**config.mk**
```make
export PLATFORM = sky130hd
export DESIGN_NAME = sarseq_top
export DESIGN_NICKNAME = d
export VERILOG_FILES = /design/src/logic/sarseq_sync.v /design/src/logic/sarseq_top.v
export VERILOG_INCLUDE_DIRS = /design/src /design/src/logic
export SDC_FILE = /design/constraint.sdc
export NUM_CORES = 1
export LEC_CHECK = 0
export ABC_AREA = 1
export ABC_CLOCK_PERIOD_IN_PS = 2810
export BUFFER_PORTS_ARGS = -buffer_cell sky130_fd_sc_hd__buf_2
export CORE_AREA = 2 2 106 108
export DETAILED_ROUTE_END_ITERATION = 10
export DIE_AREA = 0 0 108 110
export GPL_ROUTABILITY_DRIVEN = 0
export PLACE_DENSITY = 0.62
export SLEW_MARGIN = 20
export SYNTH_ARGS = -nofsm -noshare
export SYNTH_HDL_FRONTEND = slang
export SYNTH_HIERARCHICAL = 1
export SYNTH_SLANG_ARGS = --single-unit
```
**constraint.sdc**
```tcl
create_clock -name SYS_CLK -period 2.81 [get_ports SYS_CLK]
set_clock_uncertainty 0.15 [all_clocks]
set_input_delay 0.1405 -clock SYS_CLK [delete_from_list [all_inputs] [get_ports SYS_CLK]]
set_output_delay 0.1405 -clock SYS_CLK [all_outputs]
set_load 0.05 [all_outputs]
```
**src/logic/sarseq_defines.vh**
```
`ifndef SARSEQ_DEFINES_VH
`define SARSEQ_DEFINES_VH
// ----------------------------------------
// widths and codes
// ----------------------------------------
`define SARSEQ_BITS        16
`define SARSEQ_CODE_ZERO   16'h0000
`define SARSEQ_CODE_MID    16'h8000
`define SARSEQ_CODE_FULL   16'hffff
// ----------------------------------------
// timing
// ----------------------------------------
`define SARSEQ_CLK_HZ      50000000
`define SARSEQ_RATE_SPS    500000
// sample period in system cycles (least period, rounded down is exact here)
`define SARSEQ_PERIOD_CYC  (`SARSEQ_CLK_HZ / `SARSEQ_RATE_SPS)
// conversion clock divider: one trial step per this many cycles
`define SARSEQ_STEP_DIV    4
// settle cycles after sampling switches open
`define SARSEQ_SETTLE_CYC  2
`endif

```
**src/logic/sarseq_sync.v**
```verilog
`timescale 1ns/1ps
`default_nettype none
// two-flop synchroniser for a vector of pin levels
module sarseq_sync #(
   parameter W = 1
) (
   // clock and reset
   input  wire         clk,
   input  wire         rst,
   // level in and out
   input  wire [W-1:0] d,
   output reg  [W-1:0] q
);
   reg [W-1:0] meta;

   // ----------------------------------------
   // synchroniser
   // ----------------------------------------
   // meta feeds only q
   always @(posedge clk or posedge rst) begin
      if (rst) begin
         meta <= {W{1'b0}};
         q    <= {W{1'b0}};
      end else begin
         meta <= d;
         q    <= meta;
      end
   end
endmodule // sarseq_sync
`default_nettype wire

```
**src/logic/sarseq_top.v**
```verilog
// What this block does
// - a rising edge on the convert input ends acquisition and starts a conversion.
// - the two sampling switches open first, before any trial step.
// - the result is found by 16 binary-weighted trial steps, most significant bit first.
// - after the last step the block returns to acquisition, latches the code and flags completion.
// - steps are timed from an internal divider, never from the serial clock.
// - the result is 16-bit straight binary from 0000 to ffff with midscale at 8000.
// - an input over the top of the range gives all ones, never a wrapped code.
// - an input under the bottom of the range gives all zeros.
// - the block powers down by itself at the end of every conversion.
// - conversion fits within a 500 kSPS period and the code is ready with no pipeline delay.
// - mode select low at the convert edge picks chain mode, high picks select mode.
// - a started conversion runs to completion whatever the convert input does.
// - when selected, the result shifts out on the serial output in step with the serial clock.
`timescale 1ns/1ps
`default_nettype none
`include "sarseq_defines.vh"
module sarseq_top #(
   parameter BITS     = `SARSEQ_BITS,
   parameter STEP_DIV = `SARSEQ_STEP_DIV
) (
   // clock and reset
   input  wire            SYS_CLK,
   input  wire            RST,
   // host pins
   input  wire            CONVERT_START,
   input  wire            MODE_SELECT_INPUT,
   input  wire            SERIAL_CLK,
   output reg             SERIAL_RESULT_OUT,
   output reg             SERIAL_RESULT_OE_N,
   // analog front end
   input  wire            COMP_HIGH,
   input  wire            OVER_RANGE,
   input  wire            UNDER_RANGE,
   output reg             POS_SAMPLE_SWITCH,
   output reg             NEG_SAMPLE_SWITCH,
   output reg  [BITS-1:0] DAC_TRIAL,
   output reg             POWER_DOWN,
   // status
   output reg             BUSY,
   output reg  [BITS-1:0] RESULT_CODE,
   output reg             CHAIN_MODE
);
   // ----------------------------------------
   // states
   // ----------------------------------------
   localparam ST_ACQ    = 2'd0;
   localparam ST_SETTLE = 2'd1;
   localparam ST_TRIAL  = 2'd2;
   localparam ST_DONE   = 2'd3;
   localparam CNT_W     = 5;
   localparam DIV_W     = 4;

   wire          cnv_s;
   wire          msel_s;
   wire          sck_s;
   reg           cnv_d;
   reg           sck_d;
   reg  [1:0]    state;
   reg  [CNT_W-1:0] step;
   reg  [DIV_W-1:0] div;
   reg  [BITS-1:0]  work;
   reg  [BITS-1:0]  shreg;
   reg  [CNT_W-1:0] shcnt;
   reg           step_en;
   wire          cnv_rise;
   wire          sck_fall;
   wire          cnv_fall;

   // pins come from outside this clock
   sarseq_sync #(
      .W (3)
   ) u_sync (
      .clk (SYS_CLK),
      .rst (RST),
      .d   ({CONVERT_START, MODE_SELECT_INPUT, SERIAL_CLK}),
      .q   ({cnv_s, msel_s, sck_s})
   );

   assign cnv_rise = cnv_s & ~cnv_d;
   assign cnv_fall = ~cnv_s & cnv_d;
   assign sck_fall = ~sck_s & sck_d;

   // ----------------------------------------
   // conversion clock divider
   // ----------------------------------------
   // internal divider, held at zero in acquisition, so step timing never depends on the serial clock
   always @(posedge SYS_CLK or posedge RST) begin
      if (RST) begin
         div     <= {DIV_W{1'b0}};
         step_en <= 1'b0;
      end else if (state == ST_ACQ) begin
         div     <= {DIV_W{1'b0}};
         step_en <= 1'b0;
      end else begin
         step_en <= (div == STEP_DIV[DIV_W-1:0] - 4'd1);
         div     <= (div == STEP_DIV[DIV_W-1:0] - 4'd1) ? {DIV_W{1'b0}} : div + 4'd1;
      end
   end

   // ----------------------------------------
   // sequencer
   // ----------------------------------------
   // 2 settle + 16*4 steps = well under the 100-cycle 500 kSPS period
   always @(posedge SYS_CLK or posedge RST) begin
      if (RST) begin
         state             <= ST_ACQ;
         cnv_d             <= 1'b0;
         sck_d             <= 1'b0;
         step              <= {CNT_W{1'b0}};
         work              <= {BITS{1'b0}};
         DAC_TRIAL         <= {BITS{1'b0}};
         POS_SAMPLE_SWITCH <= 1'b1;
         NEG_SAMPLE_SWITCH <= 1'b1;
         POWER_DOWN        <= 1'b1;
         BUSY              <= 1'b0;
         RESULT_CODE       <= `SARSEQ_CODE_ZERO;
         CHAIN_MODE        <= 1'b1;
      end else begin
         cnv_d <= cnv_s;
         sck_d <= sck_s;
         case (state)
            ST_ACQ: begin
               if (cnv_rise) begin
                  POS_SAMPLE_SWITCH <= 1'b0;
                  NEG_SAMPLE_SWITCH <= 1'b0;
                  POWER_DOWN        <= 1'b0;
                  BUSY              <= 1'b1;
                  CHAIN_MODE        <= ~msel_s;
                  step              <= {CNT_W{1'b0}};
                  state             <= ST_SETTLE;
               end
            end
            ST_SETTLE: begin
               // switches are already open; first trial loads msb
               if (step == `SARSEQ_SETTLE_CYC - 1) begin
                  work      <= {BITS{1'b0}};
                  DAC_TRIAL <= `SARSEQ_CODE_MID;
                  step      <= {CNT_W{1'b0}};
                  state     <= ST_TRIAL;
               end else begin
                  step <= step + 5'd1;
               end
            end
            ST_TRIAL: begin
               // convert input ignored here on purpose
               if (step_en) begin
                  // keep the trial bit when the comparator says input is above it
                  if (COMP_HIGH) begin
                     work[BITS-1-step] <= 1'b1;
                  end
                  if (step == BITS - 1) begin
                     state <= ST_DONE;
                  end else begin
                     DAC_TRIAL <= (COMP_HIGH ? DAC_TRIAL : (DAC_TRIAL & ~(`SARSEQ_CODE_MID >> step)))
                                  | (`SARSEQ_CODE_MID >> (step + 5'd1));
                     step <= step + 5'd1;
                  end
               end
            end
            ST_DONE: begin
               // clamp outside the range instead of trusting the comparator
               if (OVER_RANGE)
                  RESULT_CODE <= `SARSEQ_CODE_FULL;
               else if (UNDER_RANGE)
                  RESULT_CODE <= `SARSEQ_CODE_ZERO;
               else
                  RESULT_CODE <= work;
               BUSY              <= 1'b0;
               POS_SAMPLE_SWITCH <= 1'b1;
               NEG_SAMPLE_SWITCH <= 1'b1;
               POWER_DOWN        <= 1'b1;
               DAC_TRIAL         <= {BITS{1'b0}};
               state             <= ST_ACQ;
            end
            default: state <= ST_ACQ;
         endcase
      end
   end

   // ----------------------------------------
   // serial readout
   // ----------------------------------------
   // select mode: drive while convert low; chain mode: drive while convert high
   // limitation: busy start bit and chain pass-through data are not modelled
   always @(posedge SYS_CLK or posedge RST) begin
      if (RST) begin
         shreg              <= {BITS{1'b0}};
         shcnt              <= {CNT_W{1'b0}};
         SERIAL_RESULT_OUT  <= 1'b0;
         SERIAL_RESULT_OE_N <= 1'b1;
      end else if (BUSY || state != ST_ACQ) begin
         SERIAL_RESULT_OE_N <= 1'b1;
         shcnt              <= {CNT_W{1'b0}};
      end else if ((!CHAIN_MODE && cnv_fall) || (shcnt == 0 && SERIAL_RESULT_OE_N
                   && (CHAIN_MODE ? cnv_s : ~cnv_s) && !cnv_rise && !cnv_fall)) begin
         // load msb once selected and idle; a chain-mode convert rise also
         // starts a conversion, so that frame waits until busy has dropped
         shreg              <= {RESULT_CODE[BITS-2:0], 1'b0};
         SERIAL_RESULT_OUT  <= RESULT_CODE[BITS-1];
         SERIAL_RESULT_OE_N <= 1'b0;
         shcnt              <= 5'd1;
      end else if (CHAIN_MODE ? ~cnv_s : cnv_s) begin
         SERIAL_RESULT_OE_N <= 1'b1; // deselect ends the frame
      end else if (sck_fall && !SERIAL_RESULT_OE_N) begin
         if (shcnt == BITS) begin
            SERIAL_RESULT_OE_N <= 1'b1; // after 16th falling edge
         end else begin
            SERIAL_RESULT_OUT <= shreg[BITS-1];
            shreg             <= {shreg[BITS-2:0], 1'b0};
            shcnt             <= shcnt + 5'd1;
         end
      end
   end
endmodule // sarseq_top
`default_nettype wire

```
Word-level counts from Yosys, hierarchy flattened
Cells that the tools add are included.
{"block": "op_classes", "addsub": 4, "n_lt_le_gt_ge": 2, "eq_ne": 17, "n_shift": 2, "mux": 50, "bitwise": 12, "n_reduce_logical": 33}
{"cell": "$mux 16", "n": 13}
{"cell": "$pmux 16 s3", "n": 1}
{"cell": "$mux 5", "n": 9}
{"cell": "$ge 32x1->1 const B", "n": 1}
{"cell": "$lt 32x5->1 const B", "n": 1}
{"cell": "$or 16x16->16", "n": 2}
{"cell": "$pmux 16 s2", "n": 1}
{"cell": "$shr 16x5->16 const A", "n": 2}
{"cell": "$reduce_and 4->1", "n": 5}
{"cell": "$and 16x16->16", "n": 1}
{"cell": "$ne 2x2->1 const B", "n": 8}
{"cell": "$not 16->16", "n": 1}
{"cell": "$mux 1", "n": 15}
{"cell": "$pmux 5 s3", "n": 1}
{"cell": "$add 5x1->5 const B", "n": 2}
{"cell": "$reduce_bool 3->1", "n": 3}
{"cell": "$mux 2", "n": 4}
{"cell": "$mux 4", "n": 2}
{"cell": "$pmux 2 s4", "n": 1}
{"cell": "$reduce_bool 2->1", "n": 4}
{"cell": "$reduce_bool 4->1", "n": 2}
{"cell": "$logic_and 1x1->1", "n": 7}
{"cell": "$ne 3x3->1 const B", "n": 2}
{"cell": "$reduce_and 2->1", "n": 3}
{"cell": "other kinds (17)", "n": 29}
{"block": "totals", "ff_bits": 94, "inputBits": 8, "output_inout_bits": 39, "elab_cells": 138}

Depth between registers and ports, before layout
{"block": "logic_depth", "ltp_word": 9, "ltp_mapped": 12, "ltp_nobuf": 11}

Hierarchy
Netlist, hierarchy kept.
{"mod": "sarseq_top", "n_inst": 1, "cells_per_inst": 572, "area_per_inst_um2": 4564.4, "seq_area_each_um2": 2180.8}
{"mod": "sarseq_sync", "n_inst": 1, "cells_per_inst": 7, "area_per_inst_um2": 153.9, "seq_area_each_um2": 150.1}

Worst setup path before layout
No wires, ideal clock.
{"block": "synth_path", "path_type": "reg-to-reg", "startpoint": "register CHAIN_MODE", "endpoint": "register SERIAL_RESULT_OUT", "setup_time_ps": 118, "arrival_ps": 1596, "required_time_ps": 2542, "setup_slack_ps": 947, "path_stages_with_launch": 9, "n_path_buf": 2, "synth_period_minus_slack_ps": 1863, "path_cell_list": "dfstp_2 xnor2_1 buf_2 nand2_4 nand2_2 nand2_2 buf_4 nand2_1 nand2_1"}
{"block": "synth_via", "elab_chain_len": 7, "elab_cells_between_ends": 13, "cone_classes": "eq/ne (2); mux (3); reduce/logical (8)"}
{"element": "start: declaration", "line_no": "sarseq_top.v:42", "source": "output reg CHAIN_MODE"}
{"element": "start signal: assignment", "line_no": "sarseq_top.v:129", "source": "CHAIN_MODE <= ~msel_s;"}
{"element": "$mux 1", "line_no": "sarseq_top.v:196", "source": "&& (CHAIN_MODE ? cnv_s : ~cnv_s) && !cnv_rise && !cnv_fall)) begin"}
{"element": "$logic_and 1x1->1 (3 in series)", "line_no": "sarseq_top.v:196"}
{"element": "$logic_or 1x1->1", "line_no": "sarseq_top.v:195", "source": "end else if ((!CHAIN_MODE && cnv_fall) || (shcnt == 0 && SERIAL_RESULT_OE_N"}
{"element": "$ne 2x2->1 (no source line) / $reduce_bool 2->1 (equally long branches)"}
{"element": "$reduce_and 4->1 (no source line)"}
{"element": "end signal: assignment", "line_no": "sarseq_top.v:200", "source": "SERIAL_RESULT_OUT <= RESULT_CODE[BITS-1];"}
{"element": "end signal: assignment", "line_no": "sarseq_top.v:209", "source": "SERIAL_RESULT_OUT <= shreg[BITS-1];"}
{"element": "end: declaration", "line_no": "sarseq_top.v:29", "source": "output reg SERIAL_RESULT_OUT,"}
Parallel ways exist; a longest one is shown, timed or not.
A chain may end at the register's enable or synchronous reset.

Final worst setup path
{"block": "layout_path", "startpoint": "register shcnt[0]", "endpoint": "register shreg[4]"}
{"block": "layout_via", "elab_chain_len": 8, "elab_cells_between_ends": 12, "cone_classes": "eq/ne (3); mux (1); reduce/logical (8)"}
{"element": "start: declaration", "line_no": "sarseq_top.v:64", "source": "reg [CNT_W-1:0] shcnt;"}
{"element": "start signal: assignment", "line_no": "sarseq_top.v:189", "source": "shcnt <= {CNT_W{1'b0}};"}
{"element": "start signal: assignment", "line_no": "sarseq_top.v:194", "source": "shcnt <= {CNT_W{1'b0}};"}
{"element": "start signal: assignment", "line_no": "sarseq_top.v:211", "source": "shcnt <= shcnt + 5'd1;"}
{"element": "$logic_not 5->1", "line_no": "sarseq_top.v:195"}
{"element": "$logic_and 1x1->1", "line_no": "sarseq_top.v:195"}
{"element": "$logic_and 1x1->1 (3 in series)", "line_no": "sarseq_top.v:196"}
{"element": "$logic_or 1x1->1", "line_no": "sarseq_top.v:195"}
{"element": "$ne 2x2->1 (no source line) / $reduce_bool 2->1 (equally long branches)"}
{"element": "$reduce_and 4->1 (no source line)"}
{"element": "end signal: assignment", "line_no": "sarseq_top.v:188", "source": "shreg <= {BITS{1'b0}};"}
{"element": "end signal: assignment", "line_no": "sarseq_top.v:199", "source": "shreg <= {RESULT_CODE[BITS-2:0], 1'b0};"}
{"element": "end signal: assignment", "line_no": "sarseq_top.v:210", "source": "shreg <= {shreg[BITS-2:0], 1'b0};"}
{"element": "end: declaration", "line_no": "sarseq_top.v:63", "source": "reg [BITS-1:0] shreg;"}
Parallel ways exist; a longest one is shown, timed or not.

==> metrics.txt <==
Synth Warn # 6; post-synthesis simple-gate area fraction 0.293; crit path max fanout 22; Final setup violation count 0; aggregate routed wire length approximately 10000 um; HPWL Detailed 7450 um; fmax 0.462 GHz; Layout fillers 1063; startpoint types flip-flop; via count roughly 3800; Synth area leader dfrtp_1; CTS root buffer clkbuf_8; post-synthesis mux area share 0.00292; largest net degree at the start of global routing 50; Max-Cap Viols 0; synthesized flop and latch total 93; worst r2r path cells 10; Worst-Skew Late Latency about 360 ps; drt wl/cell 13.2 um; antenna-violating nets left 0; Starting Density 0.441; reg-to-reg setup timing slack 640 ps; Syn Nets about 600; critical path launch point shcnt[0]; # diodes 0; antenna violations before repair 0; drt first pass iters 5; CP required roughly 3000 ps; number of buffers created by CTS 9; Power Density 1040 nW/um2; FP Rows 38; Tmin final 2170 ps; DP Cell Count 750; P_leak 0.00271 uW; hold crit path type in2async; vias in the first global route 3729; Setup crit end shreg[4]; Syn Area/Cell 8.15 um2; starting DRC count in detailed routing 142; total global-route track usage 0.187; adder-cell area share of the yosys netlist 0.0424; origin of the critical flop-to-flop path shcnt[0]; global-route wire length before repair 17600 um; status finished clean; sequential share of the synthesized area 0.494; Worst VDD drop around 500 uV; final cell count without fillers 770; setup TNS 0 ps; CTS sink cnt between 90 and 100; clock transition at the registers of the reported paths roughly 90 ps; DR vias/cell 4.95; Area contributors post-synth dfrtp_1 (48%), nand2_1 (16%), inv_1 (4.5%), ha_1 (4.2%), nand3_1 (4.0%); buffer count from post-CTS setup fixing 0; fin crit share 0.771; RSZ-0062 raised after global routing no; Yosys top cell area share 0.477; fin nets around 650; Crit path arrival time roughly 2300 ps; Synth Area in XOR/XNOR 0.0146; share of layout cells above drive strength 1 0.151; synthesis-to-layout area growth 12.5%; CP Class reg2reg; Worst-Margin Slew 948 ps; Final Hold Fails 0; Netlist Area Pre-Place 4720 um2; Synth Area in Compound Gates 0.0788; CTS tree done; area of the die around 12000 um2; Core ar. 10700 um2; Port-buffer cells 46; critical path capture point type flip-flop; DIE HEIGHT 110 um; GRT overflow 0; Final Slew Violations 0; number of top-level pins 47; H-tree levels 3; clock buffer depth 2; DRC Markers 0; Post-Syn Instances 579; largest family of logic cells by synthesized area simple AND/OR/NAND/NOR gates; distinct cell type count after synthesis 34; reg-to-reg endpoint shreg[4]; Slew HR 0.366; Die Wd 108 um
==> cells in the mapped netlist <==
library cell / instances
nand4_1: 5
a21oi_1: 32
nor3_1: 7
a21oi_4: 1
dfstp_2: 3
nand3_1: 38
dfrtp_1: 90
nand2_4: 4
ha_1: 16
buf_2: 8
nor2_1: 43
nor2_4: 1
o21ai_0: 27
or2_2: 1
or2_4: 1
mux2i_2: 1
nand3_4: 1
clkbuf_1: 2
nand2_1: 206
nor2_2: 5
buf_4: 4
inv_1: 56
inv_4: 1
buf_6: 5
nor3_4: 2
o21a_1: 1
o31ai_1: 3
xnor2_1: 2
xor2_1: 4
o22ai_1: 2
nand2_2: 3
a21oi_2: 2
xor2_2: 1
nor2_8: 1
==> registers in the layout (all words and copies together) (netlist names), 2 cells and up <==
| signal | cells |
|---|---|
| DAC_TRIAL | 16 |
| RESULT_CODE | 16 |
| work | 16 |
| shreg | 15 |
| shcnt | 5 |
| step | 5 |
| div | 4 |
| u_sync/meta | 3 |
| u_sync/q | 3 |
| state | 2 |
==> what timing repair did <==
item / 4_1_cts / 5_1_grt
hold buffers: 4 / 0
gates resized for setup: 0 / 0
endpoints found under the hold margin: 44 / 0
==> placed cells by master, fill, tap and decap left out, drive strengths merged <==
cell type and instances:
or2 2, dfstp 3, xnor2 2, ha 16, a21oi 35, o31ai 3
inv 56, clkbuf 11, nand2 213, nor3 9, xor2 5, nand3 39
bufinv 2, dlygate4sd3 4, nand4 5, clkinv 4, mux2i 1, dfrtp 90
o21a 1, nor2 50, o21ai 27, buf 50, o22ai 2
==> how the worst min path moves through the flow <==
| stage | startpoint | endpoint | slack, ps |
|---|---|---|---|
| global placement | RST | u_sync/q[2] | -80 |
| CTS | RST | u_sync/meta[0] | 80 |
| finish | RST | u_sync/q[0] | 100 |
| detailed placement | RST | u_sync/meta[0] | -70 |
| floorplan | RST | u_sync/meta[0] | -220 |
| global route | RST | u_sync/q[0] | 100 |
==> through the flow <==
| step | setup slack [ps] | power, uW | util | hold slack (ps) | instance area [um2] |
|---|---|---|---|---|---|
| 4_1_cts | 652 | 5560 | 0.496 | 77.2 | 5310 |
| 3_5_place_dp | 682 | 4490 | 0.471 | -72.1 | 5030 |
| 2_1_floorplan | 274 | 4000 | - | -219 | 4720 |
| 6_report | 644 | 5500 | 0.496 | 96.4 | 5310 |
| 5_1_grt | 464 | 5920 | 0.496 | 95.5 | 5310 |
| 3_3_place_gp | 749 | 4440 | 0.471 | -80.4 | 5030 |
==> routing by layer <==
metal,vias to the layer above,GRT usage,share of wire
met4,0,0.0623,0.010
met5,-,0,0
met1,1822,0.247,0.47
met3,11,0.0329,0.036
met2,68,0.313,0.48
li1,1914,-,-
==> report_power, final <==
part | switching, uW | leakage [uW] | total, uW | internal (uW)
clock network | 481 | 0.000120 | 1030 | 552
logic | 1850 | 0.00140 | 2520 | 672
registers | 267 | 0.00119 | 1950 | 1680
==> critical path, cell delays in order (launching register included) <==
cell,delay [ps]
dfrtp_1,430
inv_1,70
ha_1,140
nand2_1,50
nor2_1,120
nand2_1,110
nand2_4,180
nand2_4,210
a21oi_4,450
nand2_1,120
nand2_1,80
==> cells by family (layout without fill, tap and decap cells) <==
| group | after synthesis | after routing |
|---|---|---|
| flip-flops | 93 | 93 |
| AO/OA/AOI/OAI | 68 | 68 |
| XOR/XNOR | 7 | 7 |
| multiplexers | 1 | 1 |
| adder cells (fa/ha/maj) | 16 | 16 |
| buffers and inverters | 76 | 127 |
| AND/OR/NAND/NOR | 318 | 318 |
==> cell type report <==
cell class	count	area, um2	area share
Tap cell	140	175	0.0330
Timing Repair Buffer	54	313	0.0589
Sequential cell	93	2330	0.439
Clock inverter	5	82.6	0.0156
Clock buffer	11	151	0.0285
Multi-Input combinational cell	410	2040	0.384
Inverter	57	218	0.0410
No activity file was read; power rests on OpenSTA's default activity.
